File: src/ddsl_pkg.sv
// shared constants and types of the dual converter serial loader
package ddsl_pkg;

    localparam int WORD_BITS     = 14;
    localparam int CODE_BITS     = 12;
    localparam int ADDR_HI_POS   = 13;
    localparam int ADDR_LO_POS   = 12;
    localparam int FIFO_DEPTH    = 16;
    localparam int SYNC_STAGES   = 2;
    localparam logic [11:0] CODE_RESET = 12'h000;
    localparam logic [13:0] SHIFT_RESET = 14'h0000;
    localparam logic [11:0] CODE_ZERO_SCALE = 12'h000;
    localparam logic [11:0] CODE_FULL_SCALE = 12'hFFF;

    // which channel registers a word reaches
    typedef enum logic [1:0]
    {
        DDSL_TGT_BOTH = 2'b00,
        DDSL_TGT_A    = 2'b10,
        DDSL_TGT_B    = 2'b11
    } ddsl_target_t;

endpackage

File: src/ddsl_loader.sv
// serial input and double-buffered channel registers of a dual converter
`timescale 1ns/100ps
// Function
// - a full update is fourteen shifted bits
// - first two bits are address, high first
// - then twelve code bits, msb first
// - code is unsigned straight binary
// - address selects both, a only, b only
// - shifting leaves channels alone while strobe high
// - falling strobe copies shift register into channels
// - channels follow shift register while strobe low
// - bits shifted with strobe low reach outputs
// - shift only with select low; else hold
// - serial data sampled on rising serial clock
// - transparency ignores select and serial clock
module ddsl_loader
    import ddsl_pkg::*;
#(
    parameter int WORD_W = WORD_BITS,
    parameter int CODE_W = CODE_BITS,
    parameter int DEPTH  = FIFO_DEPTH
)
(
    // clock and reset
    input  wire logic              sys_clk,
    input  wire logic              rstn,
    // serial pins from the host
    input  wire logic              serial_clk,
    input  wire logic              serial_in,
    input  wire logic              chip_sel_n,
    input  wire logic              latch_update_n,
    // converter codes
    output logic      [CODE_W-1:0] chan_a_code,
    output logic      [CODE_W-1:0] chan_b_code,
    // word stream taken at each strobe fall
    output logic                   word_valid,
    input  wire logic              word_ready,
    output logic      [WORD_W-1:0] word_data,
    // shift register view
    output logic      [WORD_W-1:0] shift_word,
    output logic                   word_complete
);

    typedef struct packed
    {
        logic [WORD_W-1:0] shift;
        logic [4:0]        bit_cnt;
        logic              sclk_prev;
        logic              load_prev;
        logic [CODE_W-1:0] code_a;
        logic [CODE_W-1:0] code_b;
        logic              cap_valid;
        logic [WORD_W-1:0] cap_word;
    } ddsl_state_t;

    ddsl_state_t       state_q;
    ddsl_state_t       state_d;
    logic [3:0]        pins_s;
    logic              sclk_s;
    logic              sdi_s;
    logic              cs_n_s;
    logic              load_n_s;
    logic              shift_en;
    logic              load_fall;
    logic              fifo_in_ready;
    logic [WORD_W-1:0] live_word;
    logic [1:0]        live_hits;

    initial
    begin
        if (WORD_W != WORD_BITS || CODE_W != CODE_BITS)
            $error("ddsl_loader: word layout is fixed at 2 address + 12 code bits");
    end

    // which channels a word addresses
    function automatic logic [1:0] chan_hits(input logic [WORD_W-1:0] w);
        logic [1:0] sel;
        sel = {w[ADDR_HI_POS], w[ADDR_LO_POS]};
        case (sel)
            DDSL_TGT_A: chan_hits = 2'b01;
            DDSL_TGT_B: chan_hits = 2'b10;
            default:    chan_hits = 2'b11;
        endcase
    endfunction

    // pins are idle-high except the serial lines
    ddsl_sync #(
        .WIDTH (4),
        .INIT  (4'b0011)
    ) u_sync (
        .sys_clk  (sys_clk),
        .rstn     (rstn),
        .async_in ({serial_clk, serial_in, chip_sel_n, latch_update_n}),
        .sync_out (pins_s)
    );

    assign sclk_s   = pins_s[3];
    assign sdi_s    = pins_s[2];
    assign cs_n_s   = pins_s[1];
    assign load_n_s = pins_s[0];

    // data and clock share synchroniser delay, so setup holds if clock low > 2 cycles
    assign shift_en  = sclk_s && !state_q.sclk_prev && !cs_n_s;
    assign load_fall = !load_n_s && state_q.load_prev;

    // the transparent view includes the bit arriving this cycle
    assign live_word = shift_en ? {state_q.shift[WORD_W-2:0], sdi_s} : state_q.shift;
    assign live_hits = chan_hits(live_word);

    always_comb
    begin
        state_d           = state_q;
        state_d.sclk_prev = sclk_s;
        state_d.load_prev = load_n_s;
        if (shift_en)
        begin
            // oldest bit falls off the top
            state_d.shift = live_word;
            if (state_q.bit_cnt != 5'(WORD_W))
                state_d.bit_cnt = state_q.bit_cnt + 5'd1;
        end
        // strobe high: channels hold regardless of shifting
        if (!load_n_s)
        begin
            // straight binary, passed through unchanged
            if (live_hits[0])
                state_d.code_a = live_word[CODE_W-1:0];
            if (live_hits[1])
                state_d.code_b = live_word[CODE_W-1:0];
        end
        if (fifo_in_ready)
            state_d.cap_valid = 1'b0;
        // new capture wins; a capture still waiting for fifo room is overwritten and dropped
        if (load_fall)
        begin
            state_d.cap_valid = 1'b1;
            state_d.cap_word  = live_word;
            state_d.bit_cnt   = '0;
        end
    end

    always_ff @(posedge sys_clk)
    begin
        if (!rstn)
        begin
            state_q           <= '0;
            state_q.shift     <= SHIFT_RESET;
            state_q.sclk_prev <= 1'b0;
            state_q.load_prev <= 1'b1;
            state_q.code_a    <= CODE_RESET;
            state_q.code_b    <= CODE_RESET;
        end
        else
        begin
            state_q <= state_d;
        end
    end

    ddsl_fifo #(
        .WIDTH (WORD_W),
        .DEPTH (DEPTH)
    ) u_fifo (
        .sys_clk   (sys_clk),
        .rstn      (rstn),
        .in_valid  (state_q.cap_valid),
        .in_ready  (fifo_in_ready),
        .in_data   (state_q.cap_word),
        .out_valid (word_valid),
        .out_ready (word_ready),
        .out_data  (word_data)
    );

    assign chan_a_code   = state_q.code_a;
    assign chan_b_code   = state_q.code_b;
    assign shift_word    = state_q.shift;
    assign word_complete = (state_q.bit_cnt == 5'(WORD_W));

endmodule

File: src/ddsl_sync.sv
// two-flop synchroniser for pin inputs
`timescale 1ns/100ps
module ddsl_sync
    import ddsl_pkg::*;
#(
    parameter int WIDTH = 4,
    parameter logic [WIDTH-1:0] INIT = '0
)
(
    // clock and reset
    input  wire logic             sys_clk,
    input  wire logic             rstn,
    // pins and synchronised copies
    input  wire logic [WIDTH-1:0] async_in,
    output logic      [WIDTH-1:0] sync_out
);

    typedef struct packed
    {
        logic [WIDTH-1:0] meta;
        logic [WIDTH-1:0] stable;
    } ddsl_sync_state_t;

    ddsl_sync_state_t state_q;
    ddsl_sync_state_t state_d;

    initial
    begin
        if (WIDTH < 1)
            $error("ddsl_sync: WIDTH must be at least 1");
    end

    always_comb
    begin
        state_d        = state_q;
        state_d.meta   = async_in;
        state_d.stable = state_q.meta;
    end

    always_ff @(posedge sys_clk)
    begin
        if (!rstn)
            state_q <= {INIT, INIT};
        else
            state_q <= state_d;
    end

    assign sync_out = state_q.stable;

endmodule

File: src/ddsl_fifo.sv
// word fifo with valid/ready on both sides
`timescale 1ns/100ps
module ddsl_fifo
    import ddsl_pkg::*;
#(
    parameter int WIDTH = 14,
    parameter int DEPTH = 16
)
(
    // clock and reset
    input  wire logic             sys_clk,
    input  wire logic             rstn,
    // fill side
    input  wire logic             in_valid,
    output logic                  in_ready,
    input  wire logic [WIDTH-1:0] in_data,
    // drain side
    output logic                  out_valid,
    input  wire logic             out_ready,
    output logic      [WIDTH-1:0] out_data
);

    localparam int AW = (DEPTH > 1) ? $clog2(DEPTH) : 1;

    typedef struct packed
    {
        logic [AW-1:0] wr_ptr;
        logic [AW-1:0] rd_ptr;
        logic [AW:0]   count;
    } ddsl_fifo_state_t;

    ddsl_fifo_state_t state_q;
    ddsl_fifo_state_t state_d;
    logic [WIDTH-1:0] mem [DEPTH];
    logic             push;
    logic             pop;

    initial
    begin
        if (DEPTH < 2 || (DEPTH & (DEPTH - 1)) != 0)
            $error("ddsl_fifo: DEPTH must be a power of two, at least 2");
        if (WIDTH < 1)
            $error("ddsl_fifo: WIDTH must be at least 1");
    end

    assign in_ready  = (state_q.count != (AW + 1)'(DEPTH));
    assign out_valid = (state_q.count != '0);
    assign push      = in_valid && in_ready;
    assign pop       = out_valid && out_ready;
    assign out_data  = mem[state_q.rd_ptr];

    always_comb
    begin
        state_d = state_q;
        if (push)
            state_d.wr_ptr = state_q.wr_ptr + 1'b1;
        if (pop)
            state_d.rd_ptr = state_q.rd_ptr + 1'b1;
        case ({push, pop})
            2'b10:   state_d.count = state_q.count + 1'b1;
            2'b01:   state_d.count = state_q.count - 1'b1;
            default: state_d.count = state_q.count;
        endcase
    end

    // storage needs no reset; only the count and pointers define what is valid
    always_ff @(posedge sys_clk)
    begin
        if (push)
            mem[state_q.wr_ptr] <= in_data;
    end

    always_ff @(posedge sys_clk)
    begin
        if (!rstn)
            state_q <= '0;
        else
            state_q <= state_d;
    end

endmodule

File: config.mk
export PLATFORM = sky130hd
export DESIGN_NAME = ddsl_loader
export DESIGN_NICKNAME = d
export VERILOG_FILES = /design/src/ddsl_pkg.sv /design/src/ddsl_loader.sv /design/src/ddsl_sync.sv /design/src/ddsl_fifo.sv
export SDC_FILE = /design/constraint.sdc
export NUM_CORES = 1
export LEC_CHECK = 0
export BUFFER_PORTS_ARGS = -buffer_cell sky130_fd_sc_hd__buf_2
export CORE_ASPECT_RATIO = 0.5
export CORE_MARGIN = 5
export CORE_UTILIZATION = 25
export DETAILED_ROUTE_END_ITERATION = 10
export HOLD_SLACK_MARGIN = 0.03
export PLACE_DENSITY = 0.37
export SLEW_MARGIN = 20
export SYNTH_ARGS = -nofsm -noshare
export SYNTH_HDL_FRONTEND = slang
export SYNTH_SLANG_ARGS = --single-unit
File: constraint.sdc
create_clock -name sys_clk -period 6.9 [get_ports sys_clk]
set_input_delay 0.69 -clock sys_clk [delete_from_list [all_inputs] [get_ports sys_clk]]
set_output_delay 0.69 -clock sys_clk [all_outputs]
set_load 0.05 [all_outputs]
==> out/results.ini, run 1 <==
[yosys]
ys_seq_elements=309
yosys_warnings=0
avgSynthCellArea_um2=16.3
syn_inst=747
synth_nets=765
yosysUniqueCellTypes=52
async_reset_ff_share_pct=0
synth_area_mm2=0.0122
synth-seq-area-share_pct=69.2
synth_edf_count=224
synth_flop_cell=edfxtp_1

[clock_tree]
clock_tree.root_cell=clkbuf_16
clk_latency_ns=0.58
htree_num_levels=1
cts_buffer_depth=3
cts_setup_buffers=0
cts_tree=done
numCtsBuffers=30
path_clk_slew_ns=0.06
cts_resized=0
cts_hold_buf=0
cts.sinks=309

[sta]
tightestPinTransition_ns=1.06
finalCriticalPeriod_ns=3.79
hold_viol_final=0
fmax_ghz=0.264
drv_slew=0
fin_crit_sh_pct=54.9
holdWs_ns=0.323
rsz0062_at_grt=no
setup_viol=0
tns_ns=0
worst_slack_ns=3.11
relSlewSlack_pct=29.1
skew_ns=0.0207

[placement]
place_area_mm2=0.0130
gp_congestion=0.683
hpwlAfterDp_mm=17.8
pre_cts_slack_ns=3.56
io_buffers=60

[worst_hold_path]
min_from=chip_sel_n
worst_hold_path_type=in2reg
holdPathStages=2
hold-path-endpoint=u_sync.state_d[1]$_SDFF_PN1_

[critical_path]
crit_chain=buf_4 > mux4_2 > a22oi_1 > nand2_1 > buf_2
max_stage_delay_ns=0.67
cp_top_family=buffers and inverters
crit_path_max_fanout=34
r2r_cells=10
crit_required_ns=6.21
cp-end-kind=output port
cp_num_buf_inv=2
start_kind=register
crit_slowest_cell=dfxtp_4
crit_type=reg2out
r2r_slack_ns=3.79
crit_arrival_ns=3.10
rr_startpoint=u_fifo.state_q[1]$_SDFFE_PN0P_
reg2reg_to=u_fifo.state_q[4]$_SDFFE_PN0P_

[drt]
drt_wl_total_mm=30.9
drc=0
via_per_inst=4.33
drt_pass1_iterations=5
via_count=6306
detail-route-antenna-nets=0
wl_per_cell_um=21.2
first_iter_violations=404

[layout]
stdcell_area_mm2=0.0140
num-fill-cells=4855
layout-drive-gt1-share_pct=25.5
layout_common_cells=224 x edfxtp_1, 83 x dfxtp_1, 60 x buf_2, 56 x mux4_2, 46 x nand2_1
layout_commonest_cell=edfxtp_1
n_antenna_cell=0
area_delta_synth_final_pct=14.7
nNetsFinal=802

[grt]
antenna_found_initial=0
grt_max_degree=57
gr-usage-all-layers_pct=11.4
grt_pass1_wl_mm=45.2
grt_pass1_vias=6573
globalRouteOverflowTotal=0

[pwr]
finalPower_mw=4.30
peakVddDrop_mv=0.167
powerDensity_mw_per_mm2=308
p_leak_nw=4.86

[die]
ioPinCount=61
core_mm2=0.0484
die_area_mm2=0.0535
die_w_um=322
start_util_pct=25.2
row_count=57
die_height_um=166

[run]
maxCapViolCount=0

[outcome]
outcome=complete, no violations

-- cells in the mapped netlist (all sizes together) (4+ instances only) --
cell,count,share of area (%)
a211oi,15,0.92
a22oi,28,1.7
and2,6,0.31
buf,54,3.2
clkbuf,24,0.75
dfxtp,85,14
edfxtp,224,55
ha,11,1.1
inv,21,0.65
mux2i,42,3.5
mux4,56,10
nand2,47,1.5
nand2b,23,1.2
nand3,6,0.25
nand4,4,0.21
nor2,46,1.4
nor3,7,0.33
o21ai,4,0.26
xnor2,5,0.36
xor2,5,0.36
-- per-stage QoR --
stage / std cells / util [%]
2_1_floorplan: 747 / -
3_3_place_gp: 1401 / 26.9
3_5_place_dp: 1401 / 26.9
4_1_cts: 1457 / 28.9
5_1_grt: 1457 / 28.9
6_report: 1457 / 28.9
-- cell type report --
type	count	area (um2)	area share [%]
flip-flops and latches	309	8440	60.4
multi-input cells	339	3230	23.1
well taps	649	812	5.81
clock buffers	34	766	5.48
repair buffers	83	473	3.39
clock inverters	22	175	1.25
inverters	21	78.8	0.564
-- layer usage --
layer / vias to the layer above / share of wire [%] / global-route usage [%]
met5: - / 0 / 0
met4: 0 / 1.6 / 2.07
met3: 36 / 3.9 / 2.02
met2: 107 / 46 / 18.2
met1: 3293 / 48 / 16.4
li1: 2870 / - / -
-- how the worst max path moves through the flow --
stage               slack, ns                              to                           start  cells past startpoint
global placement         3.57                    word_data[0]                        register                      5
global route             2.80                    word_data[0]                        register                      5
CTS                      2.93                    word_data[5]                        register                      5
detailed placement       3.56                    word_data[5]                        register                      5
finish                   3.11                    word_data[0]                        register                      5
floorplan                4.09  u_fifo.state_q[4]$_SDFFE_PN0P_  u_fifo.state_q[1]$_SDFFE_PN0P_                     12
-- report_power, final --
group          internal (mW)  switching [mW]
Combinational          0.260           0.334
Sequential              2.01          0.0912
Clock                  0.874           0.730
Total                   3.15            1.15
-- registers in the layout, summed over array words and instances, names as in the netlist, named ones only --
name             flops
u_fifo.mem         224
state_q             22
shift_word          14
u_fifo.state_q      13
chan_a_code         12
chan_b_code         12
u_sync.state_d       4
u_sync.sync_out      4
-- cell families (layout without fill, tap and decap cells) --
group / after synthesis / after routing / synth area share, %
muxes: 98 / 98 / 13.8
and+or+nand+nor: 158 / 158 / 6.52
adders and majority gates: 11 / 11 / 1.13
xor gates and xnor gates: 10 / 10 / 0.719
AOI/OAI and AO/OA: 62 / 62 / 4.04
DFF: 309 / 309 / 69.2
buffers and inverters: 99 / 160 / 4.58
Power figures use the tool's default switching activity.
==> run 2: changes to the inputs <==
--- a/config.mk
+++ b/config.mk
@@ -5,6 +5,7 @@
 export SDC_FILE = /design/constraint.sdc
 export NUM_CORES = 1
 export LEC_CHECK = 0
+export ABC_AREA = 1
 export BUFFER_PORTS_ARGS = -buffer_cell sky130_fd_sc_hd__buf_2
 export CORE_ASPECT_RATIO = 0.5
 export CORE_MARGIN = 5
==> constraint.sdc (replaced) <==
create_clock -name sys_clk -period 3.8 [get_ports sys_clk]
set_input_delay 0.38 -clock sys_clk [delete_from_list [all_inputs] [get_ports sys_clk]]
set_output_delay 0.38 -clock sys_clk [all_outputs]
set_load 0.05 [all_outputs]
==> run 2 against run 1 <==
Effect of this change: critical path depth is 1 higher; utilization fell by 0.34 points; sequential cell count did not move; count of clock-buffer cells in the layout grew 8; clock power grew 79%; cell count grew 35%; sequential power rose by 83%; wire length up 10%; total power rose by 100%; synthesized area up 6.9%; register-to-register slack got worse by 2.4 ns; critical endpoint is now word_data[12]; largest cell class unchanged.
==> out/results.ini, run 2 <==
[outcome]
outcome=complete, no violations  ; unchanged

[run]
maxCapViolCount=0  ; unchanged

[critical_path]
crit_arrival_ns=2.50  ; was 3.10 ns
crit_chain=buf_4 > o211ai_1 > nand3_1 > nand3_1 > nand2_1 > buf_2  ; was buf_4 > mux4_2 > a22oi_1 > nand2_1 > buf_2
r2r_slack_ns=1.37  ; was 3.79 ns
path_common_cell=nand3_1
cp_top_family=flip-flops  ; was buffers and inverters
crit_required_ns=3.42  ; was 6.21 ns
cp-end-kind=output port  ; unchanged
crit_path_max_fanout=49  ; was 34
crit_slowest_cell=dfxtp_4  ; unchanged
crit_type=reg2out  ; unchanged
max_stage_delay_ns=0.75  ; was 0.67 ns
start_kind=register  ; unchanged
cp_num_buf_inv=2  ; unchanged

[yosys]
yosys.cell_count.top_type=edfxtp_1  ; unchanged
synth_commonest_cells=224 x edfxtp_1, 162 x inv_1, 152 x nand2_1, 121 x nand3_1, 92 x nor2_1  ; was 224 x edfxtp_1, 85 x dfxtp_1, 56 x mux4_2, 46 x nand2_1, 45 x nor2_1
synth_top_area_share_pct=51.7  ; was 55.2%
synth_nets=1241  ; was 765
synthXorXnorAreaFrac_pct=0.471  ; was 0.719%
synth_edf_count=224  ; unchanged
synth.area.top_cells=edfxtp_1 52%, dfxtp_1 13%, inv_1 4.7%, nand3_1 4.7%, nand2_1 4.4%  ; was edfxtp_1 55%, dfxtp_1 14%, mux4_2 10%, mux2i_1 3.5%, buf_4 2.4%
yosysUniqueCellTypes=32  ; was 52
synth_fa_ha_area_share_pct=1.06  ; was 1.13%
synthMuxAreaShare_pct=0  ; was 13.8%
yosys_warnings=0  ; unchanged
synth_top_family_by_area=simple AND/OR/NAND/NOR gates  ; was multiplexers
async_reset_ff_share_pct=0  ; unchanged
synth_flop_cell=edfxtp_1  ; unchanged
synth_area_mm2=0.0130  ; was 0.0122 mm2
synth_compound_gate_area_share_pct=10.5  ; was 4.04%
ys_seq_elements=309  ; unchanged
avgSynthCellArea_um2=10.6  ; was 16.3 um2
syn_inst=1223  ; was 747
synth-simple-area-share_pct=13.6  ; was 6.52%
synth-seq-area-share_pct=64.7  ; was 69.2%
yosys.area.top_type=edfxtp_1  ; unchanged

[clock_tree]
cts.sinks=309  ; unchanged
cts_tree=done  ; unchanged
numCtsBuffers=31  ; was 30
htree_num_levels=1  ; unchanged
cts_buffer_depth=3  ; unchanged
clock_tree.root_cell=clkbuf_16  ; unchanged
cts_resized=0  ; unchanged
clk_latency_ns=0.58  ; about the same
path_clk_slew_ns=0.07  ; was 0.06 ns

[sta]
relSlewSlack_pct=43.7  ; was 29.1%
holdWs_ns=0.244  ; was 0.323 ns
tns_ns=0  ; unchanged
finalCriticalPeriod_ns=2.88
fmax_ghz=0.347
hold_viol_final=0  ; unchanged
fin_crit_sh_pct=75.8
rsz0062_at_grt=no  ; unchanged
drv_slew=0  ; unchanged
tightestPinTransition_ns=0.844  ; was 1.06 ns
setup_viol=0  ; unchanged
skew_ns=0.0172  ; was 0.0207 ns

[grt]
globalRouteOverflowTotal=0  ; unchanged
grt_pass1_wl_mm=51.9  ; was 45.2 mm
grtUsageMet3_pct=1.94  ; was 2.02%
antenna_found_initial=0  ; unchanged
grt_max_degree=147  ; was 57
gr-usage-all-layers_pct=11.7  ; was 11.4%
met1_usage_pct=17.2  ; was 16.4%
grt_pass1_vias=8352  ; was 6,573
globalRouteMet2Util_pct=18.3  ; was 18.2%
grt_busiest_layer=met2  ; unchanged

[die]
start_util_pct=25.2  ; about the same
die_w_um=333  ; was 322 um
die_height_um=171  ; was 166 um
ioPinCount=61  ; unchanged
row_count=59  ; was 57
core_mm2=0.0517  ; was 0.0484 mm2
die_area_mm2=0.0570  ; was 0.0535 mm2

[placement]
gp_congestion=0.712  ; was 0.683
placedCellCount=1909  ; was 1,401
io_buffers=60  ; unchanged
hpwlAfterDp_mm=20.6  ; was 17.8 mm

[layout]
largest_reg_flops=224  ; unchanged
layout_commonest_cell=edfxtp_1  ; unchanged
layout-drive-gt1-share_pct=14.1  ; was 25.5%
nNetsFinal=1263  ; was 802
layout_common_cells=224 x edfxtp_1, 162 x inv_1, 152 x nand2_1, 121 x nand3_1, 92 x nor2_1  ; was 224 x edfxtp_1, 83 x dfxtp_1, 60 x buf_2, 56 x mux4_2, 46 x nand2_1
area_delta_synth_final_pct=13.5  ; was 14.7%
largest-register=u_fifo.mem  ; unchanged
stdcell_count=1970  ; was 1,457
num-fill-cells=5394  ; was 4,855

[pwr]
combinationalPowerShare_pct=23.5  ; was 13.8%
p_sw_mw=2.93  ; was 1.15 mW
peakVddDrop_mv=0.350  ; was 0.167 mV
powerDensity_mw_per_mm2=596  ; was 308 mW/mm2
p_leak_nw=5.63  ; was 4.86 nW
sequentialPowerShare_pct=43.9  ; was 48.9%
p_int_mw=5.88  ; was 3.15 mW
sw_frac_of_total_pct=33.3  ; was 26.8%
clockPowerShare_pct=32.6  ; was 37.3%

[drt]
drt_wl_total_mm=34.0  ; was 30.9 mm
detail-route-antenna-nets=0  ; unchanged
via_count=8342  ; was 6,306
drt_pass1_iterations=5  ; unchanged
via_per_inst=4.23  ; was 4.33
first_iter_violations=619  ; was 404
wl_per_cell_um=17.3  ; was 21.2 um
drc=0  ; unchanged

[worst_hold_path]
worst_hold_path_type=in2reg  ; unchanged

## run 2: changes by cell type in the layout (fill, tap and decap cells not counted), moves of 14 or more
cell	previous run	this run
inv_1	21	162
nand3_1	6	121
nand2_1	46	152
a21oi_1	2	88
o21ai_0	3	64
mux4_2	56	0
o211ai_1	2	56
nor2_1	44	92
mux2i_1	42	0
a22oi_1	28	0
nand2b_1	23	0
a211oi_1	15	1
## run 2: area by class of cell
type / instances / area, um2 / area share [%]
antenna: 1 / 2.50 / 0.0169
clock buffer: 42 / 857 / 5.80
clock inverter: 14 / 73.8 / 0.500
inverter: 166 / 623 / 4.22
multi-input combinational: 647 / 3330 / 22.6
sequential: 309 / 8440 / 57.1
tap: 701 / 877 / 5.94
timing repair buffer: 90 / 573 / 3.88
## run 2: final timing paths
kind | start | end | cells past startpoint
max | register | word_data[12] | 6
min | word_ready | register | 3
max reg2reg | u_fifo.state_q[0]$_SDFFE_PN0P_ | u_fifo.state_q[4]$_SDFFE_PN0P_ | 16
min reg2reg | u_sync.state_d[1]$_SDFF_PN1_ | u_sync.sync_out[1]$_SDFF_PN1_ | 1
## run 2: per-stage QoR
| step | utilization, % | power (mW) | worst slack [ns] | instance area [um2] |
|---|---|---|---|---|
| global route | 28.5 | 9.33 | 0.728 | 14800 |
| finish | 28.6 | 8.80 | 0.919 | 14800 |
| global placement | 26.7 | 6.02 | 1.37 | 13800 |
| CTS | 28.5 | 8.96 | 0.842 | 14800 |
| floorplan | - | 5.53 | 1.16 | 13000 |
| detailed placement | 26.7 | 6.04 | 1.35 | 13800 |
## run 2: cell families (layout without fill, tap and decap cells)
family | after synthesis | in the layout
xor gates and xnor gates | 7 | 7
DFF | 309 | 309
AOI/OAI and AO/OA | 230 | 230
adders and majority gates | 11 | 11
other | 0 | 1
and+or+nand+nor | 399 | 399
buffers and inverters | 267 | 312
## run 2: per-layer routing
metal  up-vias  wire, um
li1       4151         -
met1      4014     17600
met2       136     14600
met3        41      1240
met4         0       611
met5         -         0
## run 2: power by group through the flow
stage | registers, mW | logic (mW) | clock network [mW]
floorplan | 3.82 | 1.71 | 0
global placement | 3.94 | 2.08 | 0
detailed placement | 3.94 | 2.09 | 0
CTS | 3.87 | 2.10 | 2.99
global route | 3.89 | 2.30 | 3.14
finish | 3.87 | 2.07 | 2.87
## run 2: repair_timing
item | CTS | global route
endpoints found under the hold margin | 4 | 0
hold buffers | 4 | 0
setup buffers | 0 | 0
## run 2: worst register-to-register path: stages, from the launching register on
cell and delay [ns]:
dfxtp_1 0.34, nor2_1 0.17, nand4_1 0.17, nand2_1 0.24, inv_1 0.15, ha_1 0.33
nand2_1 0.10, inv_1 0.05, nor2_1 0.13, ha_1 0.17, inv_1 0.04, nand2_1 0.09
nand3_1 0.10, nand3b_1 0.09, nand3_1 0.07, nand2_1 0.06, inv_1 0.03
